<file path="config.mk">
export PLATFORM = sky130hd
export DESIGN_NAME = deewc_top
export DESIGN_NICKNAME = d
export VERILOG_FILES = /design/src/verilog/deewc_pkg.sv /design/src/verilog/deewc_mem_if.sv /design/src/verilog/deewc_top.sv /design/src/verilog/deewc_array.sv
export SDC_FILE = /design/constraint.sdc
export NUM_CORES = 2
export LEC_CHECK = 0
export BUFFER_PORTS_ARGS = -buffer_cell sky130_fd_sc_hd__buf_2
export CAP_MARGIN = 5
export CORE_MARGIN = 2
export CORE_UTILIZATION = 52
export DETAILED_ROUTE_END_ITERATION = 8
export PLACE_DENSITY = 0.82
export SYNTH_ARGS = -nofsm -noshare
export SYNTH_HDL_FRONTEND = slang
export SYNTH_SLANG_ARGS = --single-unit
</file>
<file path="constraint.sdc">
create_clock -name SYS_CLK -period 5.94 [get_ports SYS_CLK]
set_input_delay 0.297 -clock SYS_CLK [delete_from_list [all_inputs] [get_ports SYS_CLK]]
set_output_delay 0.297 -clock SYS_CLK [all_outputs]
set_load 0.05 [all_outputs]
</file>
<file path="src/verilog/deewc_pkg.sv">
// Package for the data EEPROM write controller: register map, field layout, timing.
// Assumes a 100 MHz system clock and a 32-bit Avalon-MM register bus.
package deewc_pkg;
  localparam int            ADDR_W          = 10;
  localparam int            DATA_W          = 32;
  localparam int            ROW_BYTES       = 32;
  localparam int            COL_W           = 5;
  localparam int            ARRAY_BYTES     = 256;
  localparam int            ARR_AW          = 8;
  // Byte addresses on the bus
  localparam logic [9:0]    CSR_ADDR        = 10'h020;
  localparam logic [9:0]    OPT_ADDR        = 10'h024;
  localparam logic [9:0]    WIN_BASE        = 10'h100;
  localparam logic [9:0]    WIN_MASK        = 10'h300;
  // Control/status fields
  localparam int            PGM_BIT         = 0;
  localparam int            LAT_BIT         = 1;
  localparam logic [7:0]    CSR_RESET       = 8'h00;
  // Option register fields
  localparam int            OPT_PROT_BIT    = 0;
  localparam int            STS_WAIT_BIT    = 1;
  localparam int            STS_ERASE_BIT   = 2;
  // Timing
  localparam int            CLK_MHZ         = 100;
  localparam int            PROG_TIME_US    = 5;
  localparam int            PROG_CYCLES     = PROG_TIME_US * CLK_MHZ;
  localparam logic [7:0]    ERASED_BYTE     = 8'hff;
  localparam logic [31:0]   UNMAPPED_DATA   = 32'h0000_0000;

  typedef enum logic [1:0] {
    DEEWC_IDLE  = 2'b00,
    DEEWC_PROG  = 2'b01,
    DEEWC_WIPE  = 2'b11,
    DEEWC_SLEEP = 2'b10
  } deewc_state_t;
endpackage

</file>
<file path="src/verilog/deewc_mem_if.sv">
// Interface between the controller and its array memory.
// Assumes a single clock shared by both ends.
interface deewc_mem_if #(parameter int AW = 8);
  logic          we;
  logic [AW-1:0] waddr;
  logic [7:0]    wdata;
  logic [AW-1:0] raddr;
  logic [7:0]    rdata;
  modport ctrl (output we, output waddr, output wdata, output raddr, input rdata);
  modport mem  (input we, input waddr, input wdata, input raddr, output rdata);
endinterface

</file>
<file path="src/verilog/deewc_top.sv">
// Data EEPROM write controller: control/status register, row latches, program timer.
// Assumes an Avalon-MM master on SYS_CLK and power-mode requests synchronous to it.

module deewc_top
  import deewc_pkg::*;
#(
  parameter int PROG_CYC = deewc_pkg::PROG_CYCLES
) (
  // Clock and reset
  input  wire logic                           SYS_CLK,
  input  wire logic                           RESETN,
  // Avalon-MM slave
  input  wire logic [deewc_pkg::ADDR_W-1:0]   AVS_ADDRESS,
  input  wire logic                           AVS_READ,
  input  wire logic                           AVS_WRITE,
  input  wire logic [deewc_pkg::DATA_W-1:0]   AVS_WRITEDATA,
  input  wire logic [3:0]                     AVS_BYTEENABLE,
  output logic      [deewc_pkg::DATA_W-1:0]   AVS_READDATA,
  output logic                                AVS_WAITREQUEST,
  // Power and protection
  input  wire logic                           WAIT_REQ,
  input  wire logic                           HALT_REQ,
  input  wire logic                           PROTECT_OPT,
  // Status
  output logic                                BUS_DRIVEN,
  output logic                                EE_ASLEEP
);
  import deewc_pkg::*;

  localparam int CNT_W = $clog2(PROG_CYC + ARRAY_BYTES + 1);

  // Bus timing overview
  // Waitrequest idles high and drops for exactly one cycle per transfer.
  // Writes: one wait cycle; the store acts at the edge where waitrequest is low.
  // Acting at that edge, not the first one, keeps a held request from acting twice.
  // Reads: two wait cycles, one for the registered array read, one for the mux.
  // Read data are registered and stand until the next read answer.
  // Only byte lane 0 carries data; other lanes read back as zero.
  //
  // Programming cycle overview
  // The counter runs PROG_CYC clocks, standing in for the physical program time.
  // Erase and program phases are chained inside that single count.
  // The final ROW_BYTES clocks commit one latch per clock into the array.
  // Columns are visited 1..31 and then 0, on the very last clock.
  // Latches that were never stored keep the old cell value.
  // PROG_CYC must be at least ROW_BYTES plus one, or the commit window would wrap.
  //
  // Power modes
  // Wait defers until the running cycle has ended, then sleeps.
  // Halt drops the running cycle and the row latch valid bits at once; the row being written may be corrupt.
  // Both write-mode and start bits clear once halt is still high in sleep, so software sees idle.
  //
  // Protection
  // The option is sampled every clock; its falling edge in idle starts a wipe.
  // The wipe writes the erased value to every array byte, one per clock.
  // While protected, window reads are undriven and all stores are dropped.
  //
  // Reset
  // Reset aborts any cycle; the array is left as it stands, possibly half written.

  // Array memory with registered read data
  deewc_mem_if #(.AW(ARR_AW)) mem ();

  deewc_array #(.DEPTH(ARRAY_BYTES), .AW(ARR_AW)) u_array (
    .SYS_CLK (SYS_CLK),
    .m       (mem)
  );

  deewc_state_t               state_ff;
  logic                       lat_ff;
  logic                       pgm_ff;
  logic [7:0]                 latch_ff [ROW_BYTES];
  logic [ROW_BYTES-1:0]       lvalid_ff;
  logic [ARR_AW-COL_W-1:0]    row_ff;
  logic [CNT_W-1:0]           cnt_ff;
  logic [COL_W-1:0]           col_ff;
  logic                       prot_ff;
  logic                       erase_ff;
  logic                       rd_pend_ff;
  logic [DATA_W-1:0]          rdata_ff;
  logic                       wreq_ff;
  logic                       drv_ff;
  logic                       sleep_ff;

  // Bus decode
  logic       hit_csr;
  logic       hit_opt;
  logic       hit_win;
  logic       wr_csr;
  logic       wr_win;
  logic       rd_any;
  logic       prog_end;
  logic       lat_fall;
  logic [7:0] wbyte;

  function automatic logic [7:0] byte_of(input logic [DATA_W-1:0] d, input logic [3:0] be);
    logic [7:0] b;
    b = 8'hff;
    if (be[0]) begin
      b = d[7:0];
    end
    return b;
  endfunction

  assign hit_csr  = (AVS_ADDRESS == CSR_ADDR);
  assign hit_opt  = (AVS_ADDRESS == OPT_ADDR);
  assign hit_win  = ((AVS_ADDRESS & WIN_MASK) == WIN_BASE);
  // A write acts only at the edge where waitrequest is seen low
  assign wr_csr   = AVS_WRITE && !wreq_ff && hit_csr && AVS_BYTEENABLE[0];
  assign wr_win   = AVS_WRITE && !wreq_ff && hit_win && AVS_BYTEENABLE[0];
  assign rd_any   = AVS_READ && !rd_pend_ff && wreq_ff;
  assign wbyte    = byte_of(AVS_WRITEDATA, AVS_BYTEENABLE);
  assign prog_end = (state_ff == DEEWC_PROG) && (cnt_ff == CNT_W'(PROG_CYC - 1));
  assign lat_fall = wr_csr && lat_ff && !wbyte[LAT_BIT] && !pgm_ff;

  // Waitrequest: one wait cycle for writes, two for reads (array read latency)
  // A read raises rd_pend first; the answer follows one clock later.
  // After any answer waitrequest returns high, so a held request is never answered twice.
  always_ff @(posedge SYS_CLK or negedge RESETN) begin
    if (!RESETN) begin
      wreq_ff    <= 1'b1;
      rd_pend_ff <= 1'b0;
    end else begin
      if (AVS_WRITE && wreq_ff) begin
        wreq_ff <= 1'b0;
      end else if (rd_any) begin
        rd_pend_ff <= 1'b1;
      end else if (rd_pend_ff) begin
        rd_pend_ff <= 1'b0;
        wreq_ff    <= 1'b0;
      end else begin
        wreq_ff <= 1'b1;
      end
    end
  end

  // Protection option sampled every clock after reset release
  // The registered copy lets idle logic see the option's falling edge.
  always_ff @(posedge SYS_CLK or negedge RESETN) begin
    if (!RESETN) begin
      prot_ff <= 1'b0;
    end else begin
      prot_ff <= PROTECT_OPT;
    end
  end

  // Control/status bits
  // End of cycle and halt in sleep both win over a software write in the same clock.
  // Software may clear write mode only while no cycle is pending.
  // The start flag sets only with write mode already set or set in the same store.
  always_ff @(posedge SYS_CLK or negedge RESETN) begin
    if (!RESETN) begin
      lat_ff <= CSR_RESET[LAT_BIT];
      pgm_ff <= CSR_RESET[PGM_BIT];
    end else if (prog_end || state_ff == DEEWC_SLEEP && HALT_REQ) begin
      lat_ff <= 1'b0;
      pgm_ff <= 1'b0;
    end else if (wr_csr && !prot_ff && state_ff == DEEWC_IDLE) begin
      if (wbyte[LAT_BIT]) begin
        lat_ff <= 1'b1;
      end else if (!pgm_ff) begin
        lat_ff <= 1'b0;
      end
      if (wbyte[PGM_BIT] && (lat_ff || wbyte[LAT_BIT])) begin
        pgm_ff <= 1'b1;
      end
    end
  end

  // Row latches: AND-accumulate, cleared at end or write-mode fall
  // Valid bits mark which columns the next cycle will commit.
  // The row follows the most recent store; software keeps stores in one row.
  always_ff @(posedge SYS_CLK or negedge RESETN) begin
    if (!RESETN) begin
      lvalid_ff <= '0;
      row_ff    <= '0;
    end else if (prog_end || lat_fall || HALT_REQ) begin
      lvalid_ff <= '0;
    end else if (wr_win && lat_ff && !pgm_ff && !prot_ff) begin
      lvalid_ff[AVS_ADDRESS[COL_W-1:0]] <= 1'b1;
      row_ff <= AVS_ADDRESS[ARR_AW-1:COL_W];
    end
  end

  always_ff @(posedge SYS_CLK) begin
    if (wr_win && lat_ff && !pgm_ff && !prot_ff) begin
      if (lvalid_ff[AVS_ADDRESS[COL_W-1:0]]) begin
        latch_ff[AVS_ADDRESS[COL_W-1:0]] <= latch_ff[AVS_ADDRESS[COL_W-1:0]] & wbyte;
      end else begin
        latch_ff[AVS_ADDRESS[COL_W-1:0]] <= wbyte;
      end
    end
  end

  // Programming sequencer and power modes
  // Halt overrides every state; wait is taken only from idle or at cycle end.

  // Latch data have no reset; the valid bits guard every use of them
  always_ff @(posedge SYS_CLK or negedge RESETN) begin
    if (!RESETN) begin
      state_ff <= DEEWC_IDLE;
      cnt_ff   <= '0;
      erase_ff <= 1'b0;
    end else if (HALT_REQ) begin
      state_ff <= DEEWC_SLEEP;
      cnt_ff   <= '0;
    end else begin
      unique case (state_ff)
        DEEWC_IDLE: begin
          cnt_ff <= '0;
          if (prot_ff && !PROTECT_OPT) begin
            state_ff <= DEEWC_WIPE;
            erase_ff <= 1'b1;
          end else if (WAIT_REQ) begin
            state_ff <= DEEWC_SLEEP;
          end else if (pgm_ff) begin
            state_ff <= DEEWC_PROG;
          end
        end
        DEEWC_PROG: begin
          cnt_ff <= cnt_ff + 1'b1;
          if (prog_end) begin
            state_ff <= WAIT_REQ ? DEEWC_SLEEP : DEEWC_IDLE;
          end
        end
        DEEWC_WIPE: begin
          cnt_ff <= cnt_ff + 1'b1;
          if (cnt_ff == CNT_W'(ARRAY_BYTES - 1)) begin
            state_ff <= DEEWC_IDLE;
            erase_ff <= 1'b0;
          end
        end
        DEEWC_SLEEP: begin
          if (!WAIT_REQ) begin
            state_ff <= DEEWC_IDLE;
          end
        end
      endcase
    end
  end

  // Commit one latched byte per clock during the final row of cycles
  // The column counter starts one clock early so that column 0 lands last.
  always_ff @(posedge SYS_CLK or negedge RESETN) begin
    if (!RESETN) begin
      col_ff <= '0;
    end else if (state_ff == DEEWC_PROG && cnt_ff >= CNT_W'(PROG_CYC - ROW_BYTES - 1)) begin
      col_ff <= col_ff + 1'b1;
    end else begin
      col_ff <= '0;
    end
  end

  assign mem.we    = (erase_ff && state_ff == DEEWC_WIPE) ||
                     (state_ff == DEEWC_PROG && cnt_ff >= CNT_W'(PROG_CYC - ROW_BYTES) && lvalid_ff[col_ff]);
  assign mem.waddr = erase_ff ? cnt_ff[ARR_AW-1:0] : {row_ff, col_ff};
  assign mem.wdata = erase_ff ? ERASED_BYTE : latch_ff[col_ff];
  assign mem.raddr = AVS_ADDRESS[ARR_AW-1:0];

  // Array port: the wipe owns the write side while it runs
  // Read address follows the bus directly; the array registers the data.

  // Read data: latches have no path here
  // Undriven reads keep the data at zero and drop BUS_DRIVEN.
  always_ff @(posedge SYS_CLK or negedge RESETN) begin
    if (!RESETN) begin
      rdata_ff <= UNMAPPED_DATA;
      drv_ff   <= 1'b0;
    end else if (rd_pend_ff) begin
      drv_ff   <= 1'b1;
      rdata_ff <= UNMAPPED_DATA;
      if (hit_csr) begin
        rdata_ff[7:0] <= {6'h00, lat_ff, pgm_ff};
      end else if (hit_opt) begin
        rdata_ff[7:0] <= {5'h00, erase_ff, state_ff == DEEWC_SLEEP, prot_ff};
      end else if (hit_win) begin
        if (lat_ff || prot_ff) begin
          drv_ff <= 1'b0;
        end else begin
          rdata_ff[7:0] <= mem.rdata;
        end
      end
    end
  end

  // Sleep status, registered so the output comes straight from a flip-flop
  always_ff @(posedge SYS_CLK or negedge RESETN) begin
    if (!RESETN) begin
      sleep_ff <= 1'b0;
    end else begin
      sleep_ff <= (state_ff == DEEWC_SLEEP);
    end
  end

  assign AVS_READDATA    = rdata_ff;
  assign AVS_WAITREQUEST = wreq_ff;
  assign BUS_DRIVEN      = drv_ff;
  assign EE_ASLEEP       = sleep_ff;
endmodule

</file>
<file path="src/verilog/deewc_array.sv">
// Byte-wide nonvolatile array model with registered read data.
// Assumes writes come one byte per clock from the controller.
module deewc_array #(
  parameter int DEPTH = 256,
  parameter int AW    = 8
) (
  // Clock
  input wire logic SYS_CLK,
  // Array port
  deewc_mem_if.mem m
);
  logic [7:0] cell_ff [DEPTH];
  logic [7:0] rdata_ff;

  always_ff @(posedge SYS_CLK) begin
    if (m.we) begin
      cell_ff[m.waddr] <= m.wdata;
    end
  end

  always_ff @(posedge SYS_CLK) begin
    rdata_ff <= cell_ff[m.raddr];
  end

  assign m.rdata = rdata_ff;
endmodule

</file>
==> run_results.csv <==
group,metric,value,unit
clock_tree,cts_tree,"done",
floorplan,floorplan.initialDensity,0.523,
global_routing,antenna_found_initial,14,
clock_tree,tritoncts.num_buffers,221,
setup_path,start_kind,"flip-flop",
flow_run,maxCapViolCount,0,
clock_tree,clkTransAtPathRegs,0.06,ns
clock_tree,clock_sink_count,2380,
place,post-dp-hpwl,151000,um
floorplan,ios,88,
synth,post_synth.cell_area_avg,20.1,um2
global_routing,grt_remaining_overflow,0,
timing,timing.fmax,220,MHz
min_path,hp-class,"input pin to flip-flop",
synth,synth.top_cells.by_area,"edfxtp_1, mux4_2, mux2i_1",
pwr,p_leak,33.8,nW
timing,grt_setup_unrepaired,"false",
timing,max_slew.worst_pin.slew,1.45,ns
place,port_buffers,36,
min_path,hold-path-cell-count,4,
clock_tree,total_setup_buffers_inserted_after_cts,0,
synth,ys_seq_area_frac,0.743,
floorplan,core.rowCount,157,
routing,route.antenna.remaining_nets,0,
routing,vias_per_cell,6.98,
floorplan,core_area,183000,um2
place,placement.cell_area,99700,um2
pwr,pwr_density_cell,321,nW/um2
timing,setup_viol,0,
synth,synthesis.area,95700,um2
clock_tree,h-tree-depth,4,
pwr,part_of_the_total_power_dissipated_in_sequential_elements,0.532,
timing,min_period_over_period,0.765,
place,gp_routability_congestion,0.902,
synth,flip_flop_cell_with_the_highest_count_after_synthesis,"edfxtp_1",
global_routing,grt_max_degree,189,
status,outcome,"finished, final reports clean",
clock_tree,worstSkewPairLatency,0.87,ns
routing,drc,0,
setup_path,required,6.41,ns
floorplan,fp.dieArea,187000,um2
synth,synth.cells.most_frequent,"edfxtp_1, mux4_2, nor3_1, mux2i_1, buf_2",
timing,fin_worst_skew,0.0368,ns
setup_path,timing.critical_path.to_type,"flip-flop",
floorplan,dieHeight,433,um
synth,synth_enable_flop_cells,2304,
global_routing,grt.total_usage,0.284,
timing,final_max_slew_viol_count,0,
synth,synth-warning-count,0,
timing,report.final.hold_viol_count,0,
setup_path,reg2reg_depth,7,
timing,maxSlewHeadroom,0.0251,
synth,postSynth.asyncResetShare,0.0286,
setup_path,setup.worst_path.class,"flip-flop to flip-flop",
synth,synth_most_common_cell,"edfxtp_1",
synth,synth.distinct_cells,68,
clock_tree,clock-root-buffer,"clkbuf_16",
pwr,peakVddDrop,0.346,mV
routing,drt-initial-drc-count,8893,
routing,avg_wl_per_cell,34.8,um
synth,synthesis.instances,4768,
synth,synth_top_cell_area_share,0.723,
pwr,pwr-share-comb,0.052,
global_routing,grt_first_pass_wirelength,379000,um
routing,detailedRoute.firstPassIterationCount,9,
layout,design.final.nets,5078,
routing,routed-via-count,53632,
clock_tree,number_of_instances_resized_during_post_cts_repair,0,
floorplan,fp.dieW,433,um
clock_tree,max-clock-path-buffers,3,
routing,routed_wirelength,267000,um
pwr,switching_share,0.217,
layout,core_util_final,0.589,
layout,syn2layout_area_growth,12.6,%
setup_path,critPathMaxFanout,104,
layout,finish.instance_area,108000,um2
synth,synth_top_area_cell,"edfxtp_1",
layout,drive_gt1_frac,0.263,
synth,synth_seq_cells,2380,
setup_path,data_arrival_time_of_the_worst_path,5.01,ns
pwr,cellInternalPower,27.1,mW
pwr,power_frac_clock,0.415,
pwr,p_sw,7.52,mW
timing,shortest_period_the_worst_path_allows,4.54,ns
global_routing,number_of_global_route_vias_before_repair,52948,
==> state kept, by name, indices dropped and copies added (netlist names) <==
register and flops:
rd_pend_ff 1, prot_ff 1, lat_ff 1, latch_ff 256, pgm_ff 1, state_ff 2, AVS_READDATA 8, u_array.m.rdata 8
lvalid_ff 32, col_ff 5, row_ff 3, erase_ff 1, cnt_ff 10, EE_ASLEEP 1, BUS_DRIVEN 1, u_array.cell_ff 2048
AVS_WAITREQUEST 1
==> repair_timing <==
action	in CTS	in global routing
hold buffers	11	0
setup endpoints to repair	0	0
endpoints found under the hold margin	87	0
==> per-stage QoR <==
stage	TNS (ns)	power, mW	instances	worst slack, ns	hold slack [ns]
floorplan	-326.53	19.9	4791	-0.159	0.00141
global placement	0	20.5	7182	1.60	0.432
detailed placement	0	20.5	7182	1.57	0.434
CTS	0	34.6	7600	1.55	0.00874
global route	0	35.2	7670	1.25	0.0628
finish	0	34.6	7681	1.40	0.0396
==> cell usage in the layout (no fill, tap or decap), types with 45 or more instances in the layout <==
cell type	n
a21oi_1	56
a22oi_1	108
buf_2	56
buf_4	227
clkbuf_1	46
clkbuf_16	222
dfrtp_1	65
edfxtp_1	2304
mux2_2	45
mux2i_1	202
mux4_2	596
nand2_1	124
nor2_1	87
nor3_1	260
o21ai_0	81
o22ai_1	52
==> logic make-up after synthesis <==
family,Yosys count,share of synthesized area
DFF,2380,0.743
muxes,843,0.167
and+or+nand+nor,639,0.0325
AOI/OAI and AO/OA,522,0.0382
buffers and inverters,376,0.0190
xor gates and xnor gates,4,0.000366
adders and majority gates,3,0.000392
other,1,0.0000392
==> metal layers <==
| metal | global-route usage | routed length, um |
|---|---|---|
| met1 | 0.360 | 87300 |
| met3 | 0.0862 | 37300 |
| met2 | 0.433 | 124000 |
| met4 | 0.174 | 19200 |
| met5 | 0 | 105 |
==> final cells by class <==
class / instances / area (um2)
clock inverters: 137 / 1490
diodes: 11 / 27.5
multi-input cells: 2035 / 23100
inverters: 22 / 82.6
well taps: 2464 / 3080
clock buffers: 270 / 5760
fillers: 12123 / 75200
flip-flops and latches: 2380 / 71100
repair buffers: 362 / 3050
==> final timing paths <==
| check | startpoint | slack (ns) | to |
|---|---|---|---|
| min in group asynchronous | RESETN | 0.37 | lvalid_ff[10] |
| worst min register to register | u_array.m.rdata[5] | 0.48 | AVS_READDATA[5] |
| max in group asynchronous | RESETN | 4.86 | col_ff[0] |
| worst min-delay path | AVS_BYTEENABLE[0] | 0.04 | pgm_ff |
| worst max-delay path | col_ff[0] | 1.40 | u_array.cell_ff[141][1] |
| worst max register to register | col_ff[0] | 1.40 | u_array.cell_ff[141][1] |
==> power groups by stage <==
stage               sequential [mW]  combinational, mW  clock (mW)
floorplan                      18.8               1.03           0
global placement               18.8               1.68           0
detailed placement             18.8               1.72           0
CTS                            18.4               1.75        14.4
global route                   18.4               1.85        15.0
finish                         18.4               1.82        14.4
==> critical path: stages (launching register included) <==
cell and delay, ns:
dfrtp_4 0.98, buf_4 0.60, mux4_2 0.59, a22oi_1 0.19
nand2_1 0.13, o21ai_0 0.49, nand2b_4 0.55, buf_12 0.41
(Power assumes the default switching activity.)
